--- src/icsr_pkg.sv ---
// Constants for the interrupt control and status register block.
//
// Summary of operation
// - One flag per source, hardware set, software clears
// - One enable bit per source gates its request
// - Three-bit priority field per source, eight levels
// - Capture register holds 7-bit vector, 4-bit level
// - Sources map to bits in natural order
// - CPU level is core bit 3 over status 7:5
// - Software may write the three low level bits
// - Software cannot set the level most significant bit
// - Level msb set blocks all user interrupts
// - Low level bits 111 block user interrupts
// - Low level bits read-only while nesting disabled
// - Control one bit 15 disables interrupt nesting
// - Trap events set control one bits 4 to 1
// - Control two bit 15 selects alternate table
// - Control two bit 14 shows disable instruction
// - Polarity bit one means falling edge, else rising
// - Flag register zero follows the fixed source layout
// - Unimplemented bits read as zero
// - Controller register set: controls, flags, enables, more
package icsr_pkg;
  localparam int NSRC = 80;
  localparam int NGRP = 5;
  localparam int NPRI = 20;
  localparam logic [6:0] VEC_BASE = 7'h08;
  // Word indices of the registers, byte address is four times the index.
  localparam logic [5:0] IDX_STATUS = 6'h00;
  localparam logic [5:0] IDX_CORE = 6'h01;
  localparam logic [5:0] IDX_GC1 = 6'h02;
  localparam logic [5:0] IDX_GC2 = 6'h03;
  localparam logic [5:0] IDX_FLAG = 6'h04;
  localparam logic [5:0] IDX_EN = 6'h09;
  localparam logic [5:0] IDX_PRIO = 6'h0e;
  localparam logic [5:0] IDX_CAPT = 6'h22;
  // Field positions.
  localparam int POS_IPL = 5;
  localparam int POS_PRIORITY_LEVEL_MSB = 3;
  localparam int POS_PSV = 2;
  localparam int POS_NEST = 15;
  localparam int POS_TRAP = 1;
  localparam int POS_ALT = 15;
  localparam int POS_IRQ_DISABLE_ACTIVE = 14;
  localparam int POS_EXT0 = 0;
  localparam int POS_EXT1 = 20;
  localparam int POS_EXT2 = 29;
  // Writable bit masks.
  localparam logic [15:0] MSK_STATUS = 16'h01ff;
  localparam logic [15:0] MSK_GC1 = 16'h801e;
  localparam logic [15:0] MSK_GC2 = 16'h8007;
  localparam logic [NSRC-1:0] MSK_SRC = 80'h2003_c200_0020_201f_3fef;
  localparam logic [15:0] RST_VAL = 16'h0000;
  localparam logic [2:0] LVL_TOP = 3'h7;
endpackage

--- src/icsr_regs.sv ---
// Interrupt control and status registers with APB access.
//
// Design decisions made here: the register addresses and the APB interface to the registers.
`timescale 1ns/1ps
module icsr_regs (
  input wire logic ref_clk_i,
  input wire logic reset_n_i,
  input wire logic psel_i,
  input wire logic penable_i,
  input wire logic pwrite_i,
  input wire logic [31:0] paddr_i,
  input wire logic [31:0] pwdata_i,
  input wire logic [3:0] pstrb_i,
  output logic [31:0] prdata_o,
  output logic pready_o,
  output logic pslverr_o,
  input wire logic [icsr_pkg::NSRC-1:0] src_event_i,
  input wire logic [2:0] ext_pin_i,
  input wire logic [3:0] trap_event_i,
  input wire logic irq_disable_active_i,
  input wire logic irq_ack_i,
  output logic irq_req_o,
  output logic [6:0] irq_vector_o,
  output logic [3:0] irq_level_o,
  output logic alt_table_select_o,
  output logic nesting_disable_o,
  output logic [3:0] cpu_priority_level_o
);
  import icsr_pkg::*;

  // ****************************************
  // Register storage
  // ****************************************
  logic [15:0] status_ff;
  logic priority_level_msb_ff;
  logic psv_ff;
  logic [15:0] gc1_ff;
  logic [15:0] gc2_ff;
  logic [NSRC-1:0] flag_ff;
  logic [NSRC-1:0] enable_ff;
  logic [NSRC-1:0][2:0] prio_ff;
  logic [6:0] pending_vector_number_ff;
  logic [3:0] pending_level_ff;
  logic [2:0] ext_prev_ff;
  logic [31:0] prdata_ff;

  // ****************************************
  // Bus decode
  // ****************************************
  logic [5:0] idx;
  logic acc;
  logic wr;
  logic hit;
  logic [15:0] wmask;
  logic [15:0] wdat;

  function automatic logic in_range(input logic [5:0] i,
                                    input logic [5:0] base,
                                    input int n);
    in_range = (i >= base) && (int'(i) < int'(base) + n);
  endfunction

  assign idx = paddr_i[7:2];
  assign acc = psel_i & penable_i;
  assign hit = (paddr_i[31:8] == 24'h000000) &&
               (idx <= IDX_CAPT);
  assign wr = acc & pwrite_i & hit;
  assign wmask = {{8{pstrb_i[1]}}, {8{pstrb_i[0]}}};
  assign wdat = pwdata_i[15:0];
  assign pready_o = 1'b1;
  assign pslverr_o = acc & ~hit;

  // ****************************************
  // Source events and edge detection
  // ****************************************
  logic [2:0] ext_edge;
  logic [NSRC-1:0] src_set;
  logic [2:0] cpl_low;
  logic [3:0] cpl;

  assign cpl_low = status_ff[POS_IPL+2:POS_IPL];
  assign cpl = {priority_level_msb_ff, cpl_low};

  // Tracks the pins through reset too, so no false edge follows it.
  always_ff @(posedge ref_clk_i) begin
    ext_prev_ff <= ext_pin_i;
  end

  always_comb begin
    for (int e = 0; e < 3; e++) begin
      // Falling edge when polarity is one, rising otherwise.
      ext_edge[e] = gc2_ff[e] ? (ext_prev_ff[e] & ~ext_pin_i[e]) :
                                (~ext_prev_ff[e] & ext_pin_i[e]);
    end
    src_set = src_event_i;
    src_set[POS_EXT0] = src_event_i[POS_EXT0] | ext_edge[0];
    src_set[POS_EXT1] = src_event_i[POS_EXT1] | ext_edge[1];
    src_set[POS_EXT2] = src_event_i[POS_EXT2] | ext_edge[2];
    src_set = src_set & MSK_SRC;
  end

  // ****************************************
  // Flag, enable and priority registers
  // ****************************************
  genvar g;
  generate
    for (g = 0; g < NGRP; g++) begin : g_grp
      always_ff @(posedge ref_clk_i) begin
        if (!reset_n_i) begin
          flag_ff[g*16 +: 16] <= RST_VAL;
          enable_ff[g*16 +: 16] <= RST_VAL;
        end else begin
          // Hardware set wins over a software clear in the same cycle.
          if (wr && idx == IDX_FLAG + 6'(g)) begin
            flag_ff[g*16 +: 16] <= ((flag_ff[g*16 +: 16] & ~wmask) |
                                   (wdat & wmask) | src_set[g*16 +: 16]) &
                                   MSK_SRC[g*16 +: 16];
          end else begin
            flag_ff[g*16 +: 16] <= flag_ff[g*16 +: 16] |
                                   src_set[g*16 +: 16];
          end
          if (wr && idx == IDX_EN + 6'(g)) begin
            enable_ff[g*16 +: 16] <= ((enable_ff[g*16 +: 16] & ~wmask) |
                                     (wdat & wmask)) &
                                     MSK_SRC[g*16 +: 16];
          end
        end
      end
    end
    for (g = 0; g < NSRC; g++) begin : g_pri
      always_ff @(posedge ref_clk_i) begin
        if (!reset_n_i) begin
          prio_ff[g] <= 3'h0;
        end else if (wr && idx == IDX_PRIO + 6'(g / 4) &&
                     wmask[(g % 4) * 4] && MSK_SRC[g]) begin
          prio_ff[g] <= wdat[(g % 4) * 4 +: 3];
        end
      end
    end
  endgenerate

  // ****************************************
  // Arbitration
  // ****************************************
  logic best_valid;
  logic [2:0] best_prio;
  logic [6:0] best_idx;

  always_comb begin
    best_valid = 1'b0;
    best_prio = 3'h0;
    best_idx = 7'h00;
    for (int s = 0; s < NSRC; s++) begin
      // Lowest index wins among equal priorities.
      if (flag_ff[s] && enable_ff[s] &&
          ({1'b0, prio_ff[s]} > cpl) &&
          (!best_valid || prio_ff[s] > best_prio)) begin
        best_valid = 1'b1;
        best_prio = prio_ff[s];
        best_idx = 7'(s);
      end
    end
    // Level msb set, or low bits at seven, masks every user source.
    if (priority_level_msb_ff || cpl_low == LVL_TOP) begin
      best_valid = 1'b0;
    end
  end

  always_ff @(posedge ref_clk_i) begin
    if (!reset_n_i) begin
      pending_vector_number_ff <= 7'h00;
      pending_level_ff <= 4'h0;
    end else if (best_valid) begin
      pending_vector_number_ff <= best_idx + VEC_BASE;
      pending_level_ff <= {1'b0, best_prio};
    end
  end

  assign irq_req_o = best_valid;
  assign irq_vector_o = pending_vector_number_ff;
  assign irq_level_o = pending_level_ff;

  // ****************************************
  // Status and core control
  // ****************************************
  always_ff @(posedge ref_clk_i) begin
    if (!reset_n_i) begin
      status_ff <= RST_VAL;
    end else if (irq_ack_i && best_valid) begin
      // Nesting disabled raises the level to seven on entry.
      status_ff[POS_IPL+2:POS_IPL] <= gc1_ff[POS_NEST] ? LVL_TOP :
                                      pending_level_ff[2:0];
    end else if (wr && idx == IDX_STATUS) begin
      status_ff[4:0] <= 5'((status_ff[4:0] & ~wmask[4:0]) |
                           (wdat[4:0] & wmask[4:0]));
      if (wmask[8]) begin
        status_ff[8] <= wdat[8];
      end
      if (wmask[POS_IPL] && !gc1_ff[POS_NEST]) begin
        status_ff[POS_IPL+2:POS_IPL] <= wdat[POS_IPL+2:POS_IPL];
      end
    end
  end

  always_ff @(posedge ref_clk_i) begin
    if (!reset_n_i) begin
      priority_level_msb_ff <= 1'b0;
      psv_ff <= 1'b0;
    end else begin
      if (|trap_event_i) begin
        priority_level_msb_ff <= 1'b1;
      end else if (wr && idx == IDX_CORE && wmask[POS_PRIORITY_LEVEL_MSB] &&
                   !wdat[POS_PRIORITY_LEVEL_MSB]) begin
        priority_level_msb_ff <= 1'b0;
      end
      if (wr && idx == IDX_CORE && wmask[POS_PSV]) begin
        psv_ff <= wdat[POS_PSV];
      end
    end
  end

  // ****************************************
  // Global control registers
  // ****************************************
  always_ff @(posedge ref_clk_i) begin
    if (!reset_n_i) begin
      gc1_ff <= RST_VAL;
      gc2_ff <= RST_VAL;
    end else begin
      if (wr && idx == IDX_GC1) begin
        gc1_ff <= (((gc1_ff & ~wmask) | (wdat & wmask)) |
                   {11'h000, trap_event_i, 1'b0}) & MSK_GC1;
      end else begin
        gc1_ff[POS_TRAP+3:POS_TRAP] <= gc1_ff[POS_TRAP+3:POS_TRAP] |
                                       trap_event_i;
      end
      if (wr && idx == IDX_GC2) begin
        gc2_ff <= ((gc2_ff & ~wmask) | (wdat & wmask)) & MSK_GC2;
      end
    end
  end

  assign alt_table_select_o = gc2_ff[POS_ALT];
  assign nesting_disable_o = gc1_ff[POS_NEST];
  assign cpu_priority_level_o = cpl;

  // ****************************************
  // Read data
  // ****************************************
  logic [15:0] rd;

  always_comb begin
    rd = 16'h0000;
    if (idx == IDX_STATUS) begin
      rd = status_ff;
    end else if (idx == IDX_CORE) begin
      rd[POS_PRIORITY_LEVEL_MSB] = priority_level_msb_ff;
      rd[POS_PSV] = psv_ff;
    end else if (idx == IDX_GC1) begin
      rd = gc1_ff;
    end else if (idx == IDX_GC2) begin
      rd = gc2_ff;
      rd[POS_IRQ_DISABLE_ACTIVE] = irq_disable_active_i;
    end else if (in_range(idx, IDX_FLAG, NGRP)) begin
      rd = flag_ff[int'(idx - IDX_FLAG) * 16 +: 16];
    end else if (in_range(idx, IDX_EN, NGRP)) begin
      rd = enable_ff[int'(idx - IDX_EN) * 16 +: 16];
    end else if (in_range(idx, IDX_PRIO, NPRI)) begin
      for (int k = 0; k < 4; k++) begin
        rd[k*4 +: 3] = prio_ff[int'(idx - IDX_PRIO) * 4 + k];
      end
    end else if (idx == IDX_CAPT) begin
      rd = {4'h0, pending_level_ff, 1'b0, pending_vector_number_ff};
    end
  end

  always_ff @(posedge ref_clk_i) begin
    if (!reset_n_i) begin
      prdata_ff <= 32'h00000000;
    end else if (psel_i && !penable_i && !pwrite_i) begin
      prdata_ff <= hit ? {16'h0000, rd} : 32'h00000000;
    end
  end

  assign prdata_o = prdata_ff;
endmodule

--- config.mk ---
export PLATFORM = sky130hd
export DESIGN_NAME = icsr_regs
export DESIGN_NICKNAME = d
export VERILOG_FILES = /design/src/icsr_pkg.sv /design/src/icsr_regs.sv
export SDC_FILE = /design/constraint.sdc
export NUM_CORES = 1
export LEC_CHECK = 0
export ABC_CLOCK_PERIOD_IN_PS = 75300
export BUFFER_PORTS_ARGS = -buffer_cell sky130_fd_sc_hd__buf_4
export CAP_MARGIN = 5
export CORE_MARGIN = 1.5
export CORE_UTILIZATION = 44
export DETAILED_ROUTE_END_ITERATION = 10
export GPL_TIMING_DRIVEN = 0
export PLACE_DENSITY = 0.75
export SLEW_MARGIN = 15
export SYNTH_ARGS = -nofsm -noshare
export SYNTH_HDL_FRONTEND = slang
export SYNTH_SLANG_ARGS = --single-unit
--- constraint.sdc ---
create_clock -name ref_clk_i -period 75.3 [get_ports ref_clk_i]
set_input_delay 22.59 -clock ref_clk_i [delete_from_list [all_inputs] [get_ports ref_clk_i]]
set_output_delay 22.59 -clock ref_clk_i [all_outputs]
set_load 0.02 [all_outputs]
==> results of run 1 <==
stage by stage:
stage                     hold WS [ps]  cells  setup WS, ps
after floorplan                    443   1800         28430
after global placement             454   2359         27580
after detailed placement           461   2360         27520
after CTS                          471   2392         27520
after global routing               496   2392         27250
final                              473   2394         27450
cell type report:
cell class              instances  area [um^2]
fillers                      3136        15900
multi-input cells            1435        10400
flip-flops and latches        179         3580
repair buffers                118          898
well taps                     442          553
plain buffers                  97          460
clock buffers                  19          433
inverters                      89          334
clock inverters                13          124
diodes                          2         5.00
how the worst min path moves through the flow:
stage                  from           end  slack [ps]  cells past startpoint
2_1_floorplan     flip-flop     flip-flop         440                      2
3_3_place_gp   status_ff[8]  status_ff[8]         450                      2
3_5_place_dp      flip-flop     flip-flop         460                      2
4_1_cts           flip-flop     flip-flop         470                      2
5_1_grt           flip-flop     flip-flop         500                      2
6_report             psv_ff        psv_ff         470                      2
per-layer routing:
layer / wire [um] / global-route usage, % / up-vias
li1: - / - / 6861
met3: 5500 / 5.45 / 185
met1: 23700 / 43.5 / 7231
met4: 3220 / 18.3 / 2
met5: 12 / 0 / -
met2: 26200 / 53.9 / 896
cells in the mapped netlist (all sizes together), types with 16 or more instances:
master and number:
dfxtp 179, ha 153, nand2 150, nor2b 127, mux2i 123, a21oi 111
o21ai 94, inv 88, nor2 73, nand3 70, clkbuf 68, o21a 52
mux2 37, a21boi 33, nand3b 30, buf 29, a31oi 28, a22oi 27
and2 27, nor3 22, a21o 21, o211ai 17, a211oi 16
power by group:
part / switching (mW) / internal (mW) / leakage (nW) / total [mW]
Clock: 0.0421 / 0.0460 / 0.265 / 0.0881
Combinational: 0.0147 / 0.00916 / 5.51 / 0.0239
Sequential: 0.00160 / 0.0959 / 1.45 / 0.0975
logic make-up after synthesis:
family	after synthesis	share of synthesized area, %
simple gates	586	21.3
fa+ha+maj	161	13.5
flops	179	24.3
buf+inv	186	5.38
xor+xnor	5	0.297
other cells	2	0.0509
compound gates	502	23.6
mux	163	11.6
worst max-delay path, cell delays in order:
cell      delay, ps
buf_4           130
clkbuf_1        480
inv_1           310
ha_1            270
buf_2           180
nand2_1          80
nand3b_1         80
nand2_1         120
nor2_1          110
nor3_1          610
nor2_1          110
buf_4           190
==> impl_metrics.toml, run 1 <==
[finish]
final_core_util_pct = 51.4
layout-drive-gt1-share_pct = 13.0
nets = 2252
syn_to_final_growth_pct = 14.1
finalInstanceArea_um2 = 16800
mostFrequentLayoutCells = "178 x dfxtp_1, 153 x ha_1, 149 x nand2_1"
final_common_cell = "dfxtp_1"

[worst_hold_path]
hold_path.class = "flip-flop to flip-flop"

[worst_setup_path]
worstSetupEndpointType = "output port"
r2r_slack_ps = 31270
critPathLaunch = "paddr_i[4]"
crit_path_end = "pslverr_o"
timing.rr.start = "status_ff[7]"
arrival_ps = 25260
r2r_cells = 206
crit_fanout = 10
crit_type = "input port to output port"
startpoint_type = "input port"
crit_required_ps = 52710
worstReg2RegEnd = "irq_vector_o[5]"

[floorplan]
initial_core_util_pct = 45.0
die_x_um = 186
rows = 66
ios = 214
design.die.area_um2 = 34700
fp.coreArea_um2 = 32800
die_h_um = 186

[cts]
clock_latency_ps = 450
cts-resized-gates = 0
cts_buffers = 17
htreeDepth = 4
cts_tree = "done"
cts_buffer_depth = 2
clk_pin_slew_ps = 70
cts_hold_buf = 0
cts.sinks = 179
post_cts_buffers = 0
cts-root-buf = "clkbuf_16"

[sta]
drv_slew = 0
fin_crit_sh_pct = 63.5
period_minus_slack_ps = 47850
slew_headroom_pct = 23.9
worstMarginPinSlew_ps = 1130
clock_skew_ps = 11.1
rsz0062_at_grt = "false"
final.setup.tns_ps = 0
max_freq_ghz = 0.0209
finalSetupViolCount = 0
finalHoldViolCount = 0

[synthesis]
synth_edf_count = 0
synth_cell_types = 99
synthFlopType = "dfxtp_1"
yosys.area.top_type = "dfxtp_1"
synth_warnings = 0
synth_seq_area_share_pct = 24.3
synth-async-reset-ratio_pct = 0
synth_cells = 1784
syn_area_per_cell_um2 = 8.27
yosysTopAreaCellShare_pct = 24.3
yosys_register_bits = 179
syn_area_um2 = 14800
synthTopCellsByArea = "dfxtp_1 24%, ha_1 13%, mux2i_1 8.3%, nor2b_1 5.4%, nand2_1 3.8%"

[pwr]
p_leak_nw = 7.23
peakVddDrop_mv = 0.0166
finalPower_mw = 0.209
power.density_nw_per_um2 = 12.4

[route]
first_pass_iters = 6
first_iter_violations = 1776
via_count = 15200
drc = 0
post_drt_via_cell_ratio = 6.34
wire_per_inst_um = 24.5
drt_wl_total_um = 58700
ant_nets = 0

[place]
numPortBuffers = 117
globalplace.congestion = 1.01
dp.final_hpwl_um = 45800
postPlaceCellArea_um2 = 16300

[global_routing]
grt-ovfl-total = 0
grt_max_degree = 28
grt_pass1_wl_um = 86200
grt_pass1_vias = 14000
track_usage_pct = 33.7
antenna_found_initial = 2

[job]
drv_cap = 0

[status]
outcome = "finished, final reports clean"
Power figures use the tool's default switching activity.
==> inputs of run 2 (changes only) <==
- ABC_CLOCK_PERIOD_IN_PS: 75300 -> 46900
- clock period: 75.3 -> 46.9 ns (I/O delays scaled with it)
==> impl_metrics.toml, run 2 (synthesis results as in run 1) <==
[worst_setup_path]
cp_common_cell = "a21oi_1"
r2r_cells = 203
critPathLaunch = "status_ff[7]"
crit_required_ps = 47220
arrival_ps = 43590
timing.rr.start = "status_ff[7]"
crit_path_top_delay_cell = "a22oi_1"
crit_path_end = "irq_vector_o[5]"
startpoint_type = "flip-flop"
worstSetupEndpointType = "flip-flop"
worstReg2RegEnd = "irq_vector_o[5]"
crit_fanout = 27
crit_type = "flip-flop to flip-flop"
cp_slowest_stage_delay_ps = 450
r2r_slack_ps = 3620

[finish]
final_common_cell = "dfxtp_1"
final_cells = 2394
nets = 2252
nFillCells = 3143
layout-drive-gt1-share_pct = 13.3
syn_to_final_growth_pct = 14.2
regArea_um2 = 3580
multi_input_area_um2 = 10500
mostFrequentLayoutCells = "178 x dfxtp_1, 153 x ha_1, 149 x nand2_1"
finalInstanceArea_um2 = 16900
final_core_util_pct = 51.4

[cts]
cts_buffer_depth = 2
clk_pin_slew_ps = 70
cts_hold_buf = 0
cts.sinks = 179
cts-root-buf = "clkbuf_16"
cts_tree = "done"
cts_buffers = 17
clock_latency_ps = 450
post_cts_buffers = 0
htreeDepth = 4

[sta]
fin_crit_sh_pct = 92.3
worst_slack_ps = 3620
max_freq_ghz = 0.0231
drv_slew = 0
worstMarginPinSlew_ps = 1100
period_minus_slack_ps = 43280
finalHoldViolCount = 0
finalSetupViolCount = 0
slew_headroom_pct = 26.4
clock_skew_ps = 12.0

[place]
dp.final_hpwl_um = 45800
place_inst = 2360
globalplace.congestion = 1.01
numPortBuffers = 117
dp_slack_ps = 3700
postPlaceCellArea_um2 = 16300

[pwr]
clockPowerShare_pct = 42.1
p_seq_share_pct = 46.6
power.internal_mw = 0.243
finalPower_mw = 0.336
power_switching_mw = 0.0933
peakVddDrop_mv = 0.0265
p_comb_share_pct = 11.3
swShare_pct = 27.8
p_leak_nw = 7.24
power.density_nw_per_um2 = 19.9

[route]
drt_wl_total_um = 58500
drc = 0
post_drt_via_cell_ratio = 6.29
wire_per_inst_um = 24.4
via_count = 15100
first_pass_iters = 6
ant_nets = 0
first_iter_violations = 1720

[floorplan]
die_h_um = 186
design.die.area_um2 = 34700
rows = 66
ios = 214
die_x_um = 186
initial_core_util_pct = 45.0
fp.coreArea_um2 = 32800

[global_routing]
track_usage_pct = 33.7
grt-ovfl-total = 0
grt_pass1_wl_um = 86200
grt_pass1_vias = 14000
antenna_found_initial = 2
grt_max_degree = 28

[worst_hold_path]
min_from = "psv_ff"
hold_path.class = "flip-flop to flip-flop"

[status]
outcome = "finished, final reports clean"

[job]
drv_cap = 0
==> run 2: cell counts in the layout (fill, tap and decap cells not counted) <==
Identical to the previous run, type by type.
==> run 2: how the worst min path moves through the flow <==
stage	endpoint	cells after the start	slack, ps
3_3_place_gp	status_ff[8]	2	450
2_1_floorplan	flip-flop	2	440
4_1_cts	flip-flop	2	470
5_1_grt	flip-flop	2	500
6_report	psv_ff	2	470
3_5_place_dp	flip-flop	2	460
==> run 2: what timing repair did <==
| action | CTS | global route |
|---|---|---|
| gates resized for setup | 0 | 10 |
| endpoints found under the hold margin | 0 | 0 |
| endpoints found under the setup margin | 0 | 6 |
==> run 2: layout make-up <==
type / count / area share, %
inverters: 89 / 2.01
diodes: 2 / 0.0297
clock inverters: 13 / 0.735
repair buffers: 118 / 5.33
well taps: 442 / 3.28
clock buffers: 19 / 2.57
multi-input cells: 1435 / 62.0
plain buffers: 97 / 2.74
flip-flops and latches: 179 / 21.3
==> run 2: per-stage QoR <==
stage	TNS, ps	hold slack (ps)
4_1_cts	0	471
3_3_place_gp	0	454
3_5_place_dp	0	461
2_1_floorplan	0	443
5_1_grt	-14.5	496
6_report	0	474
==> run 2: metal layers <==
| metal | wire [um] | track usage (%) | vias to the layer above |
|---|---|---|---|
| li1 | - | - | 6872 |
| met1 | 23700 | 43.5 | 7196 |
| met2 | 26100 | 53.9 | 819 |
| met3 | 5370 | 5.45 | 176 |
| met4 | 3270 | 18.3 | 2 |
| met5 | 12 | 0 | - |
==> run 2: power by group through the flow <==
stage                     clock [mW]  sequential, mW  combinational [mW]
after global placement             0           0.160              0.0366
after CTS                      0.141           0.156              0.0369
final                          0.141           0.157              0.0381
after detailed placement           0           0.160              0.0368
after floorplan                    0           0.158              0.0199
after global routing           0.147           0.156              0.0396
==> run 2: worst max-delay path, delay by kind of cell (launching register included) <==
family,cells,cell delay [ps]
AOI/OAI and AO/OA,110,22190
adders and majority gates,34,9910
and+or+nand+nor,38,5660
DFF,1,360
muxes,5,1880
buffers and inverters,15,2730
xor gates and xnor gates,1,310
==> inputs of run 3 (changes only) <==
- CORE_ASPECT_RATIO: default -> 1.1
- SKIP_LAST_GASP: default -> 1
==> impl_metrics.toml, run 3 (synthesis results as in run 1) <==
[cts]
cts_hold_buf = 0
clock_latency_ps = 450
cts_tree = "done"
cts_buffer_depth = 2
cts_buffers = 17
cts-root-buf = "clkbuf_16"
cts.sinks = 179
htreeDepth = 4
clk_pin_slew_ps = 70

[sta]
rsz0062_at_grt = "false"
fin_crit_sh_pct = 92.3
finalSetupViolCount = 0
finalHoldViolCount = 0
slew_headroom_pct = 21.6
final.setup.tns_ps = 0
clock_skew_ps = 9.47
max_freq_ghz = 0.0231
period_minus_slack_ps = 43300
drv_slew = 0
worstMarginPinSlew_ps = 1170

[route]
drt_wl_total_um = 57400
first_pass_iters = 7
via_count = 14900
post_drt_via_cell_ratio = 6.27
first_iter_violations = 1386
drc = 0
ant_nets = 0
wire_per_inst_um = 24.1

[worst_setup_path]
crit_required_ps = 47230
startpoint_type = "flip-flop"
crit_type = "flip-flop to flip-flop"
cp_common_cell = "a21oi_1"
cp_slowest_stage_delay_ps = 550
crit_fanout = 27
arrival_ps = 43630
worstSetupEndpointType = "flip-flop"
crit_path_top_delay_cell = "nor2_1"

[global_routing]
met2_usage_pct = 53.5
grt_max_degree = 28
use_met1_pct = 40.7
met3_usage_pct = 5.80
track_usage_pct = 33.2
grt-ovfl-total = 0
busiest_layer = "met2"
grt_pass1_vias = 14400
grt_pass1_wl_um = 86600
antenna_found_initial = 0

[worst_hold_path]
hold_path.class = "flip-flop to flip-flop"

[finish]
nets = 2252
syn_to_final_growth_pct = 14.4
layout-drive-gt1-share_pct = 13.3
mostFrequentLayoutCells = "178 x dfxtp_1, 153 x ha_1, 149 x nand2_1"
nFillCells = 3154
final_common_cell = "dfxtp_1"
diodes = 0
final_cells = 2382

[pwr]
peakVddDrop_mv = 0.0247
power.density_nw_per_um2 = 20.3
p_leak_nw = 7.27

[floorplan]
initial_core_util_pct = 44.6
rows = 70
design.die.area_um2 = 34700
fp.coreArea_um2 = 33100
die_x_um = 178
ios = 214
die_h_um = 195

[job]
drv_cap = 0

[status]
outcome = "finished, final reports clean"

[place]
globalplace.congestion = 1.08
numPortBuffers = 117
dp.final_hpwl_um = 45300
place_inst = 2350
## run 3: cell count changes in the layout (fill, tap and decap cells not counted), sizes merged
cell      before  now
inv           93   97
clkinvlp       3    0
diode          2    0
clkbuf        87   86
## run 3: power by group
part	total, mW	internal (mW)	leakage (nW)	switching [mW]
logic	0.0380	0.0147	5.52	0.0233
registers	0.156	0.154	1.45	0.00239
clock network	0.149	0.0776	0.297	0.0712
## run 3: worst max-delay path, delay by kind of cell (launching register included)
family	cells	cell delay [ps]
AO/OA/AOI/OAI	111	21790
XOR/XNOR	1	230
adder cells (fa/ha/maj)	34	9740
buffers and inverters	16	3040
flip-flops	1	360
multiplexers	4	1500
AND/OR/NAND/NOR	41	6380
## run 3: final timing paths
path,start,to,slack [ps],depth (start not counted)
worst min register to register,flip-flop,flip-flop,470,2
worst max register to register,status_ff[7],irq_vector_o[5],3600,207
worst max-delay path,status_ff[7],irq_vector_o[5],3600,207
worst min-delay path,flip-flop,flip-flop,470,2
## run 3: area by class of cell
class	count	area, um^2	share of cell area (%)
Buffer	97	460	2.73
Clock buffer	18	439	2.60
Clock inverter	14	161	0.956
Inverter	89	339	2.01
Multi-Input combinational cell	1435	10500	61.9
Sequential cell	179	3580	21.2
Tap cell	432	541	3.20
Timing Repair Buffer	118	898	5.32
## run 3: per-stage QoR
step                      setup slack, ps  hold WS, ps  cell area (um^2)  util [%]  power [mW]
after floorplan                     10130          443             14800         -       0.178
after global placement               4340          454             16200      49.1       0.196
after detailed placement             3840          461             16300      49.1       0.196
after CTS                            3610          471             16900      50.9       0.342
after global routing                 31.7          497             16900      51.0       0.352
final                                3600          471             16900      51.0       0.343
## run 3: metal layers
| metal | part of all wire [%] | wire length [um] | vias to the layer above |
|---|---|---|---|
| met5 | 0 | 0 | - |
| met4 | 6.9 | 3940 | 0 |
| met3 | 8.2 | 4700 | 211 |
| met2 | 46 | 26200 | 816 |
| met1 | 39 | 22600 | 7055 |
| li1 | - | - | 6858 |
## run 3: what timing repair did
action,CTS,global route
hold endpoints to repair,0,0
endpoints found under the setup margin,0,5
gates resized for setup,0,7
setup buffers,0,0
